**config.mk**
```make
export PLATFORM = sky130hd
export DESIGN_NAME = rom_vmi_pin_mux
export DESIGN_NICKNAME = d
export VERILOG_FILES = /design/src/pin_mux_pkg.sv /design/src/strap_capture.sv /design/src/rom_vmi_pin_mux.sv
export SDC_FILE = /design/constraint.sdc
export NUM_CORES = 1
export LEC_CHECK = 0
export BUFFER_PORTS_ARGS = -buffer_cell sky130_fd_sc_hd__buf_2
export CORE_AREA = 3 3 107 109
export DETAILED_ROUTE_END_ITERATION = 16
export DIE_AREA = 0 0 110 112
export GPL_ROUTABILITY_DRIVEN = 0
export PLACE_DENSITY = 0.74
export SLEW_MARGIN = 20
export SYNTH_ARGS = -nofsm -noshare
export SYNTH_HDL_FRONTEND = slang
export SYNTH_HIERARCHICAL = 1
export SYNTH_SLANG_ARGS = --single-unit
```
**constraint.sdc**
```tcl
create_clock -name core_clk_i -period 2.2 [get_ports core_clk_i]
set_input_delay 0.11 -clock core_clk_i [delete_from_list [all_inputs] [get_ports core_clk_i]]
set_output_delay 0.11 -clock core_clk_i [all_outputs]
set_load 0.05 [all_outputs]
```
**src/pin_mux_pkg.sv**
```systemverilog
// Purpose: Shared constants and carrier types for the expansion pin mux
// Assumes: One core clock; straps sampled as reset ends
// Notes: Pin groups travel as packed structs of out/enable
package pin_mux_pkg;

  // ==========================================================
  // Widths and field positions
  localparam int ROM_DATA_W = 8;
  localparam int UPPER_W = 8;
  localparam int LOW_W = 4;
  localparam int SYNC_CFG_W = 2;

  // Strap bit positions
  localparam int STRAP_W = 3;
  localparam int STRAP_ROM_TOP = 0;
  localparam int STRAP_BIT1 = 1;
  localparam int STRAP_BIOS_CS = 2;

  // Strap word reset value
  localparam logic [STRAP_W-1:0] STRAP_RESET = 3'h7;

  // Test bus positions
  localparam int TEST_W = 32;
  localparam int T_DATA_LSB = 0;
  localparam int T_RA6 = 8;
  localparam int T_RA5 = 9;
  localparam int T_RA4 = 10;
  localparam int T_LOW_LSB = 11;
  localparam int T_SEL = 15;
  localparam int T_UPPER_LSB = 24;

  // ==========================================================
  // Peripheral bus style
  typedef enum logic {
    STYLE_STROBE_DIR,
    STYLE_READ_WRITE
  } bus_style_t;

  // Shared pin function
  typedef enum logic [1:0] {
    FUNC_ROM,
    FUNC_VIDEO_MODULE,
    FUNC_TEST
  } pin_func_t;

  // One two-way 8-bit group
  typedef struct packed {
    logic [7:0] out;
    logic [7:0] oe;
  } bus8_drv_t;

  // One two-way single pin
  typedef struct packed {
    logic out;
    logic oe;
  } pin_drv_t;

  // Sync polarity configuration
  typedef struct packed {
    logic hsync_invert;
    logic vsync_invert;
  } sync_cfg_t;

endpackage

```
**src/strap_capture.sv**
```systemverilog
// Purpose: Capture board straps as system reset ends
// Assumes: Strap pins are stable around reset release
// Notes: Two-stage sync, captured once both stages hold pin levels
`timescale 1ns/10ps
module strap_capture (
  input wire logic core_clk_i,
  input wire logic nrst_i,
  input wire logic [pin_mux_pkg::STRAP_W-1:0] strap_pins_i,
  output logic [pin_mux_pkg::STRAP_W-1:0] straps_o,
  output logic straps_valid_o
);
  import pin_mux_pkg::*;

  // ==========================================================
  // Pin synchroniser
  logic [STRAP_W-1:0] sync_a; // First stage
  logic [STRAP_W-1:0] sync_b; // Second stage
  logic taken; // Capture done
  logic fill_a, fill_b; // Sync stages hold pin levels

  // Two flip-flops before any use
  always_ff @(posedge core_clk_i or negedge nrst_i) begin
    if (!nrst_i) begin
      sync_a <= STRAP_RESET;
      sync_b <= STRAP_RESET;
      fill_a <= 1'b0;
      fill_b <= 1'b0;
    end else begin
      sync_a <= strap_pins_i;
      sync_b <= sync_a;
      fill_a <= 1'b1;
      fill_b <= fill_a;
    end
  end

  // Capture once after release, then hold
  always_ff @(posedge core_clk_i or negedge nrst_i) begin
    if (!nrst_i) begin
      straps_o <= STRAP_RESET;
      taken <= 1'b0;
    end else if (fill_b && !taken) begin
      straps_o <= sync_b; // RULE18
      taken <= 1'b1;
    end
  end

  assign straps_valid_o = taken;
endmodule

```
**src/rom_vmi_pin_mux.sv**
```systemverilog
// Overview of operation
// RULE1: Video enable gates pixel bus, else video valid
// RULE2: Sync enable gates syncs, else general I/O
// RULE3: Dot clock enable gates clock, else vertical ref
// RULE4: Dot clock pin outputs clock, else pixel in
// RULE5: Blank pin two-way gated, else horizontal ref
// RULE6: Syncs have programmable polarity, float when disabled
// RULE7: Top address bit 15 or serial data
// RULE8: Dedicated pin is second serial clock
// RULE9: Upper address pins carry video, pixel, test
// RULE10: Bit six gives strobe or read, test
// RULE11: Bit five gives direction or write, test
// RULE12: Bit four takes acknowledge or ready
// RULE13: Low pins carry peripheral register address
// RULE14: Peripheral select driven in module mode, low while an access runs
// RULE15: ROM data doubles as peripheral data bus
// RULE16: BIOS select enables ROM; low strap disables
// RULE17: Low bit1 strap moves pixel bus to encoder
// RULE18: Straps captured as reset ends and held
// RULE19: Test function wins on the upper, bit 6/5/4, low address, select and data pins
//
// Purpose: Pin function multiplexer for the shared expansion pins
// Assumes: Core supplies pin values
// Notes: Two-way pins as out/enable, enable high drives
`timescale 1ns/10ps
module rom_vmi_pin_mux (
  input wire logic core_clk_i,
  input wire logic nrst_i,
  // Mode controls
  input wire logic video_module_mode_i,
  input wire logic test_mode_i,
  input wire pin_mux_pkg::bus_style_t bus_style_i,
  input wire pin_mux_pkg::sync_cfg_t sync_cfg_i,
  // Core ROM access
  input wire logic [15:0] rom_addr_i,
  input wire logic rom_read_i,
  output logic [pin_mux_pkg::ROM_DATA_W-1:0] rom_data_o,
  output logic bios_large_o,
  output logic bios_present_o,
  output logic encoder_video_ok_o,
  // Core peripheral access
  input wire logic periph_req_i,
  input wire logic periph_write_i,
  input wire logic [pin_mux_pkg::LOW_W-1:0] periph_reg_addr_i,
  input wire logic [pin_mux_pkg::ROM_DATA_W-1:0] periph_wdata_i,
  output logic [pin_mux_pkg::ROM_DATA_W-1:0] periph_rdata_o,
  output logic periph_done_o,
  // Core video and feature data
  input wire logic [pin_mux_pkg::UPPER_W-1:0] pixel_data_i,
  input wire logic [pin_mux_pkg::UPPER_W-1:0] encoder_data_i,
  input wire logic dot_clock_i,
  input wire logic hsync_i,
  input wire logic vsync_i,
  input wire logic blank_n_i,
  output logic [pin_mux_pkg::UPPER_W-1:0] video_in_bus_o,
  output logic video_valid_in_o,
  output logic vertical_ref_o,
  output logic horizontal_ref_o,
  output logic pixel_clock_in_o,
  output logic blank_in_o,
  // Core general I/O and serial port
  input wire logic gpio_out_i,
  input wire logic gpio_oe_i,
  output logic gpio_in_o,
  input wire logic serial_clock_drive_low_i,
  input wire logic serial_data_drive_low_i,
  output logic serial_clock_in_o,
  output logic serial_data_in_o,
  // Test bus
  input wire logic [pin_mux_pkg::TEST_W-1:0] test_out_i,
  input wire logic test_oe_i,
  output logic [pin_mux_pkg::TEST_W-1:0] test_in_o,
  // Pins
  input wire logic video_enable_n_i,
  input wire logic dot_clock_enable_n_i,
  input wire logic sync_blank_enable_n_i,
  output pin_mux_pkg::pin_drv_t sync_blank_enable_n_o,
  input wire logic dot_clock_pin_i,
  output pin_mux_pkg::pin_drv_t dot_clock_pin_o,
  input wire logic blank_n_pin_i,
  output pin_mux_pkg::pin_drv_t blank_n_pin_o,
  output pin_mux_pkg::pin_drv_t hsync_pin_o,
  output pin_mux_pkg::pin_drv_t vsync_pin_o,
  input wire logic rom_addr_top_i,
  output pin_mux_pkg::pin_drv_t rom_addr_top_o,
  input wire logic [pin_mux_pkg::UPPER_W-1:0] rom_addr_upper_i,
  output pin_mux_pkg::bus8_drv_t rom_addr_upper_o,
  input wire logic rom_addr_bit6_i,
  output pin_mux_pkg::pin_drv_t rom_addr_bit6_o,
  input wire logic rom_addr_bit5_i,
  output pin_mux_pkg::pin_drv_t rom_addr_bit5_o,
  input wire logic rom_addr_bit4_i,
  output pin_mux_pkg::pin_drv_t rom_addr_bit4_o,
  input wire logic [pin_mux_pkg::LOW_W-1:0] rom_addr_low_i,
  output logic [pin_mux_pkg::LOW_W-1:0] rom_addr_low_o,
  output logic [pin_mux_pkg::LOW_W-1:0] rom_addr_low_oe_o,
  input wire logic [2:0] rom_addr_mid_i,
  output logic [2:0] rom_addr_mid_o,
  input wire logic periph_select_n_i,
  output pin_mux_pkg::pin_drv_t periph_select_n_o,
  input wire logic [pin_mux_pkg::ROM_DATA_W-1:0] periph_data_bus_i,
  output pin_mux_pkg::bus8_drv_t periph_data_bus_o,
  input wire logic bios_select_n_i,
  output pin_mux_pkg::pin_drv_t bios_select_n_o,
  input wire logic second_serial_clock_i,
  output pin_mux_pkg::pin_drv_t second_serial_clock_o,
  output pin_mux_pkg::bus8_drv_t encoder_video_bus_o
);
  import pin_mux_pkg::*;

  // ==========================================================
  // Pin synchronisers
  localparam int SYNC_N = 38; // Width of synchronised pin word
  logic [SYNC_N-1:0] raw_pins; // Gathered pin inputs
  logic [SYNC_N-1:0] sync_a; // First stage, read only by second
  logic [SYNC_N-1:0] sync_b; // Second stage

  assign raw_pins = {video_enable_n_i, dot_clock_enable_n_i,
    sync_blank_enable_n_i, dot_clock_pin_i, blank_n_pin_i,
    rom_addr_top_i, rom_addr_upper_i, rom_addr_bit6_i, rom_addr_bit5_i,
    rom_addr_bit4_i, rom_addr_low_i, periph_select_n_i,
    periph_data_bus_i, second_serial_clock_i, rom_addr_mid_i,
    bios_select_n_i, 3'h0};

  // Two flops per pin
  always_ff @(posedge core_clk_i or negedge nrst_i) begin
    if (!nrst_i) begin
      sync_a <= '0;
      sync_b <= '0;
    end else begin
      sync_a <= raw_pins;
      sync_b <= sync_a;
    end
  end

  // Named synchronised pins
  wire s_ven_n = sync_b[37]; // Video enable or valid
  wire s_dcen_n = sync_b[36]; // Dot clock enable or vref
  wire s_sben_n = sync_b[35]; // Sync/blank enable
  wire s_dot_clock_pin = sync_b[34]; // Dot clock pin
  wire s_blank = sync_b[33]; // Blank pin
  wire s_top = sync_b[32]; // Top address pin
  wire [7:0] s_upper = sync_b[31:24]; // Upper address pins
  wire s_b6 = sync_b[23]; // Address bit 6
  wire s_b5 = sync_b[22]; // Address bit 5
  wire s_b4 = sync_b[21]; // Ack or ready
  wire [3:0] s_low = sync_b[20:17]; // Low address pins
  wire s_psel = sync_b[16]; // Peripheral select pin
  wire [7:0] s_data = sync_b[15:8]; // Data bus pins
  wire s_scl = sync_b[7]; // Serial clock pin

  // ==========================================================
  // Straps
  logic [STRAP_W-1:0] straps; // Captured straps
  logic straps_valid; // Capture done

  strap_capture u_straps (
    .core_clk_i(core_clk_i),
    .nrst_i(nrst_i),
    .strap_pins_i({bios_select_n_i, rom_addr_low_i[1], rom_addr_top_i}),
    .straps_o(straps),
    .straps_valid_o(straps_valid)
  );

  // Strap meanings
  wire bios_large = straps[STRAP_ROM_TOP]; // RULE7
  wire pixel_on_upper = straps[STRAP_BIT1]; // RULE17
  wire bios_present = straps[STRAP_BIOS_CS]; // RULE16

  // ==========================================================
  // Function selection, test first
  wire in_test = test_mode_i; // RULE19
  wire in_vm = video_module_mode_i && !test_mode_i; // RULE19
  wire in_rom = !video_module_mode_i && !test_mode_i;
  wire strobe_style = (bus_style_i == STYLE_STROBE_DIR);

  // ==========================================================
  // Feature connector gating
  wire pix_drive = in_rom && !s_ven_n; // RULE1
  wire sync_drive = s_sben_n && !in_vm; // RULE2
  wire dot_clock_pin_drive = in_rom && !s_dcen_n; // RULE3

  // Dot clock pin out in feature mode only
  assign dot_clock_pin_o = '{out: dot_clock_i, oe: dot_clock_pin_drive}; // RULE4
  // Blank pin two-way, gated by sync enable
  assign blank_n_pin_o = '{out: blank_n_i, oe: sync_drive && in_rom}; // RULE5

  // Sync outputs, programmable polarity, float while enable low
  assign hsync_pin_o = '{out: hsync_i ^ sync_cfg_i.hsync_invert,
    oe: s_sben_n}; // RULE6
  assign vsync_pin_o = '{out: vsync_i ^ sync_cfg_i.vsync_invert,
    oe: s_sben_n}; // RULE6

  // Sync enable pin is GPIO in module mode
  assign sync_blank_enable_n_o = '{out: gpio_out_i,
    oe: in_vm && gpio_oe_i}; // RULE2

  // ==========================================================
  // Peripheral access sequencing
  typedef enum logic [1:0] {
    P_IDLE,
    P_WAIT,
    P_DONE
  } periph_state_t;
  periph_state_t pstate; // Access state
  periph_state_t next_pstate; // Next access state
  logic wr_lat; // Latched direction
  logic [3:0] addr_lat; // Latched register address
  logic [7:0] wdata_lat; // Latched write data
  logic [7:0] rdata; // Read data register

  // Ack low or ready high completes
  wire periph_ack = strobe_style ? !s_b4 : s_b4; // RULE12
  wire active = (pstate == P_WAIT);

  // Next-state decode
  always_comb begin
    next_pstate = pstate;
    case (pstate)
      P_IDLE: if (in_vm && periph_req_i) next_pstate = P_WAIT;
      P_WAIT: if (periph_ack || !in_vm) next_pstate = P_DONE; // RULE12
      P_DONE: next_pstate = P_IDLE;
      default: next_pstate = P_IDLE;
    endcase
  end

  // State and latches
  always_ff @(posedge core_clk_i or negedge nrst_i) begin
    if (!nrst_i) begin
      pstate <= P_IDLE;
      wr_lat <= 1'b0;
      addr_lat <= '0;
      wdata_lat <= '0;
      rdata <= '0;
    end else begin
      pstate <= next_pstate;
      if (pstate == P_IDLE && next_pstate == P_WAIT) begin
        wr_lat <= periph_write_i;
        addr_lat <= periph_reg_addr_i;
        wdata_lat <= periph_wdata_i;
      end
      if (active && periph_ack && !wr_lat) rdata <= s_data; // RULE15
    end
  end

  assign periph_done_o = (pstate == P_DONE);
  assign periph_rdata_o = rdata;

  // Strobe pins for either style, all active low
  wire strobe_b6 = strobe_style ? !active : !(active && !wr_lat); // RULE10
  wire strobe_b5 = strobe_style ? !wr_lat : !(active && wr_lat); // RULE11

  // ==========================================================
  // Shared address and data pins
  wire rom_cycle = in_rom && rom_read_i && bios_present;
  assign bios_select_n_o = '{out: !rom_cycle,
    oe: bios_present && straps_valid}; // RULE16

  // Top address: bit 15 or open-drain data; floats for strap
  assign rom_addr_top_o = '{out: bios_large ? rom_addr_i[15] : 1'b0,
    oe: (bios_large && in_rom && straps_valid) ||
    serial_data_drive_low_i}; // RULE7
  assign second_serial_clock_o = '{out: 1'b0,
    oe: serial_clock_drive_low_i}; // RULE8

  // Upper address: test, ROM address, pixel bus
  assign rom_addr_upper_o.out = in_test ? test_out_i[T_UPPER_LSB +: 8] :
    (pix_drive && pixel_on_upper && !rom_read_i) ? pixel_data_i :
    rom_addr_i[14:7]; // RULE9
  assign rom_addr_upper_o.oe = {UPPER_W{in_test ? test_oe_i :
    in_rom}}; // RULE9

  // Encoder bus becomes pixel bus when strapped
  assign encoder_video_bus_o.out = pixel_on_upper ? encoder_data_i :
    pixel_data_i; // RULE17
  assign encoder_video_bus_o.oe = {UPPER_W{pixel_on_upper ||
    pix_drive}}; // RULE17

  assign rom_addr_bit6_o = '{out: in_test ? test_out_i[T_RA6] :
    in_vm ? strobe_b6 : rom_addr_i[6], oe: in_test ? test_oe_i : 1'b1};
  assign rom_addr_bit5_o = '{out: in_test ? test_out_i[T_RA5] :
    in_vm ? strobe_b5 : rom_addr_i[5], oe: in_test ? test_oe_i : 1'b1};
  assign rom_addr_bit4_o = '{out: in_test ? test_out_i[T_RA4] :
    rom_addr_i[4], oe: in_test ? test_oe_i : in_rom}; // RULE12

  // Low pins carry register address
  assign rom_addr_low_o = in_test ? test_out_i[T_LOW_LSB +: LOW_W] :
    in_vm ? addr_lat : rom_addr_i[3:0]; // RULE13
  assign rom_addr_low_oe_o = {LOW_W{in_test ? test_oe_i : straps_valid}};
  assign rom_addr_mid_o = rom_addr_i[3:1];

  // Peripheral select low while an access runs
  assign periph_select_n_o = '{out: in_test ? test_out_i[T_SEL] :
    !active, oe: in_test ? test_oe_i : in_vm}; // RULE14

  // Data bus: test, write, else input
  assign periph_data_bus_o.out = in_test ?
    test_out_i[T_DATA_LSB +: 8] : wdata_lat; // RULE15
  assign periph_data_bus_o.oe = {ROM_DATA_W{in_test ? test_oe_i :
    (in_vm && active && wr_lat)}}; // RULE19

  // ==========================================================
  // Inputs back to the core
  assign rom_data_o = s_data;
  assign video_in_bus_o = in_vm ? s_upper : '0; // RULE9
  assign video_valid_in_o = in_vm && s_ven_n; // RULE1
  assign vertical_ref_o = in_vm && s_dcen_n; // RULE3
  assign horizontal_ref_o = in_vm && s_blank; // RULE5
  assign pixel_clock_in_o = in_vm && s_dot_clock_pin; // RULE4
  assign blank_in_o = s_blank;
  assign gpio_in_o = s_sben_n;
  assign serial_clock_in_o = s_scl;
  assign serial_data_in_o = s_top;
  assign bios_large_o = bios_large;
  assign bios_present_o = bios_present;
  assign encoder_video_ok_o = pixel_on_upper;
  assign test_in_o = {s_upper, 8'h00, s_psel, s_low, s_b4, s_b5, s_b6,
    s_data};
endmodule

```
==> out/metrics.yaml <==
finish:
  seqCellArea_um2: 2440
  fin_nets: 694
  area_delta_synth_final_pct: 36.8
  drive_above_1_share_pct: 56.7
  multi_input_area_um2: 1170
  fill_cells: 909
  final_common_cell: "buf_2"
  diodes: 0
  layout_common_cells: "buf_2 (251), dfrtp_1 (88), dlygate4sd3_1 (46)"
outcome:
  status: "finished clean"
sta:
  rsz0062_at_grt: "no"
  hold_viol: 0
  timing.fmax_mhz: 504
  fin_crit_sh_pct: 90.2
  relSlewSlack_pct: 58.9
  min_period_ns: 1.98
  totalNegativeSetupSlack_ns: 0
  setup_viol: 0
  fin_skew_ns: 0.00903
  slew_viol_final: 0
  worst_slew_pin_slew_ns: 0.617
global_route:
  grt_usage_pct: 18.2
  antenna_found_initial: 1
  overflow: 0
  grt_pass1_vias: 3352
  grt_pass1_wl_um: 16900
  grt_max_degree: 52
route:
  first_iter_violations: 168
  ant_nets: 0
  routed_wl_um: 11500
  num_vias: 3213
  drc_errors: 0
  firstDrtPassIters: 4
  wl_per_cell_um: 16.2
  vias_per_cell: 4.54
logic_synthesis:
  synth.largest_area_cell: "dfrtp_1"
  ys_types: 35
  ys_warn_count: 6
  avgSynthCellArea_um2: 12.7
  synth.top_cell.area_share_pct: 52.1
  yosys_register_bits: 97
  seq_area_frac_synth_pct: 57.7
  syn_inst: 332
  netlist_area_um2: 4220
  synth_area_leaders: "dfrtp_1 (52%), buf_4 (14%), mux2_2 (5.9%), dfstp_2 (5.6%), mux2_4 (3.9%)"
floorplanning:
  ios: 281
  rows: 38
  die_y_um: 112
  core-area_um2: 10700
  start_util_pct: 39.5
  fp.dieW_um: 110
  die-area_um2: 12300
clock_tree:
  cts_tree: "yes"
  clock_sinks: 97
  clk_latency_ns: 0.36
  path_clk_slew_ns: 0.09
  htreeDepth: 3
  cts_buffer_depth: 2
  cts_made_buffers: 9
  cts_root_buf: "clkbuf_8"
job:
  cap_violations: 0
critical_path:
  worstPathCellList: "buf_4 > nand2b_1 > o21ai_0 > a21oi_1 > buf_2"
  path_buf_inv: 2
  cpPeakStageDelay_ns: 0.53
  start_kind: "flip-flop"
  endpoint_kind: "output port"
  criticalPathCategory: "flip-flop to output port"
  slowest_stage: "dfstp_2"
  arrival_ns: 1.87
  cp_data_required_time_ns: 2.09
  critPathMaxFanout: 12
  cp_top_family: "flip-flops"
place:
  hpwl_um: 8280
  portBuffers: 252
power_and_ir_drop:
  powerDensity_nw_per_um2: 867
  p_leak_nw: 2.97
  finalPower_mw: 5.01
  vdd_drop_max_uv: 700
min_path:
  hold_class: "input pin to output port"
final timing paths:
kind / startpoint / end / slack (ns) / cells past startpoint
hold reg to reg: sync_a[36] / sync_b[36] / 0.35 / 0
max in group asynchronous: nrst_i / sync_b[8] / 1.19 / 3
setup / recovery: u_straps/straps_o[1] / rom_addr_upper_o[8] / 0.22 / 5
setup reg to reg: pstate[1] / periph_rdata_o[6] / 0.56 / 3
hold / removal: blank_n_i / blank_n_pin_o[1] / 0.22 / 0
min in group asynchronous: nrst_i / sync_b[33] / 0.34 / 2
per-layer routing:
layer | track usage (%) | wire, um | vias to the layer above
met5 | 0 | 17 | -
met4 | 5.74 | 113 | 2
met3 | 4.64 | 918 | 9
met2 | 34.1 | 6220 | 165
met1 | 19.5 | 4220 | 1567
li1 | - | - | 1470
Yosys cell counts:
cell type and number:
and2b_2 1, nand2b_1 3, nor2_1 4, inv_1 2
or2_2 1, mux2_4 11, a211oi_1 1, nor3_1 1
dfrtp_1 88, o21ai_0 16, nor2b_1 10, nor2b_4 1
buf_4 78, dfstp_2 9, or3_1 2, nand2b_4 1
mux2_1 9, conb_1 2, o31ai_1 2, nand3_4 1
a21oi_1 10, buf_2 4, a31o_2 1, buf_1 1
and2b_1 1, nand3_1 1, nand2_1 10, clkbuf_1 6
buf_6 1, mux2_2 22, xor2_1 3, mux2i_1 4
nor3_2 1, a31oi_1 8, and2_1 16
power by group:
part / total [mW] / switching [mW] / internal, mW / leakage [nW]
registers: 2.08 / 0.103 / 1.98 / 1.13
clock network: 1.23 / 0.591 / 0.640 / 0.106
logic: 1.70 / 1.21 / 0.492 / 1.73
stage by stage:
stage	instances	setup slack (ns)	instance area, um^2	hold WS [ns]	utilization [%]
6_report	708	0.217	5780	0.220	54.0
5_1_grt	708	0.0502	5780	0.220	54.0
3_5_place_dp	647	0.494	5100	0.168	47.7
2_1_floorplan	340	0.00152	4250	-0.186	-
3_3_place_gp	647	0.511	5100	0.167	47.7
4_1_cts	708	0.0769	5770	0.199	54.0
logic make-up after synthesis:
group,count (synthesis),share of synthesized area (%)
XOR/XNOR,3,0.622
other,2,0.178
flip-flops,97,57.7
multiplexers,46,13.1
AO/OA/AOI/OAI,38,5.01
buffers and inverters,92,15.4
AND/OR/NAND/NOR,54,7.91
cell type report:
class	count	area share [%]
Inverter	2	0.130
Tap cell	140	3.03
Sequential cell	97	42.2
Clock inverter	6	1.56
Clock buffer	9	2.14
Multi-Input combinational cell	151	20.2
Timing Repair Buffer	303	30.7
state kept, by name (all words and copies together), names as in the netlist:
register	count
sync_a	31
u_straps/fill_b	1
u_straps/straps_valid_o	1
pstate	2
addr_lat	4
u_straps/straps_o	3
wdata_lat	8
u_straps/sync_b	3
u_straps/sync_a	3
sync_b	31
wr_lat	1
u_straps/fill_a	1
periph_rdata_o	8
what timing repair did:
item / in CTS / in global routing
buffers inserted: 0 / 0
setup endpoints to repair: 0 / 5
gates resized for setup: 0 / 1
hold buffers: 46 / 0
hold endpoints to repair: 88 / 0
No activity file was read; power rests on OpenSTA's default activity.
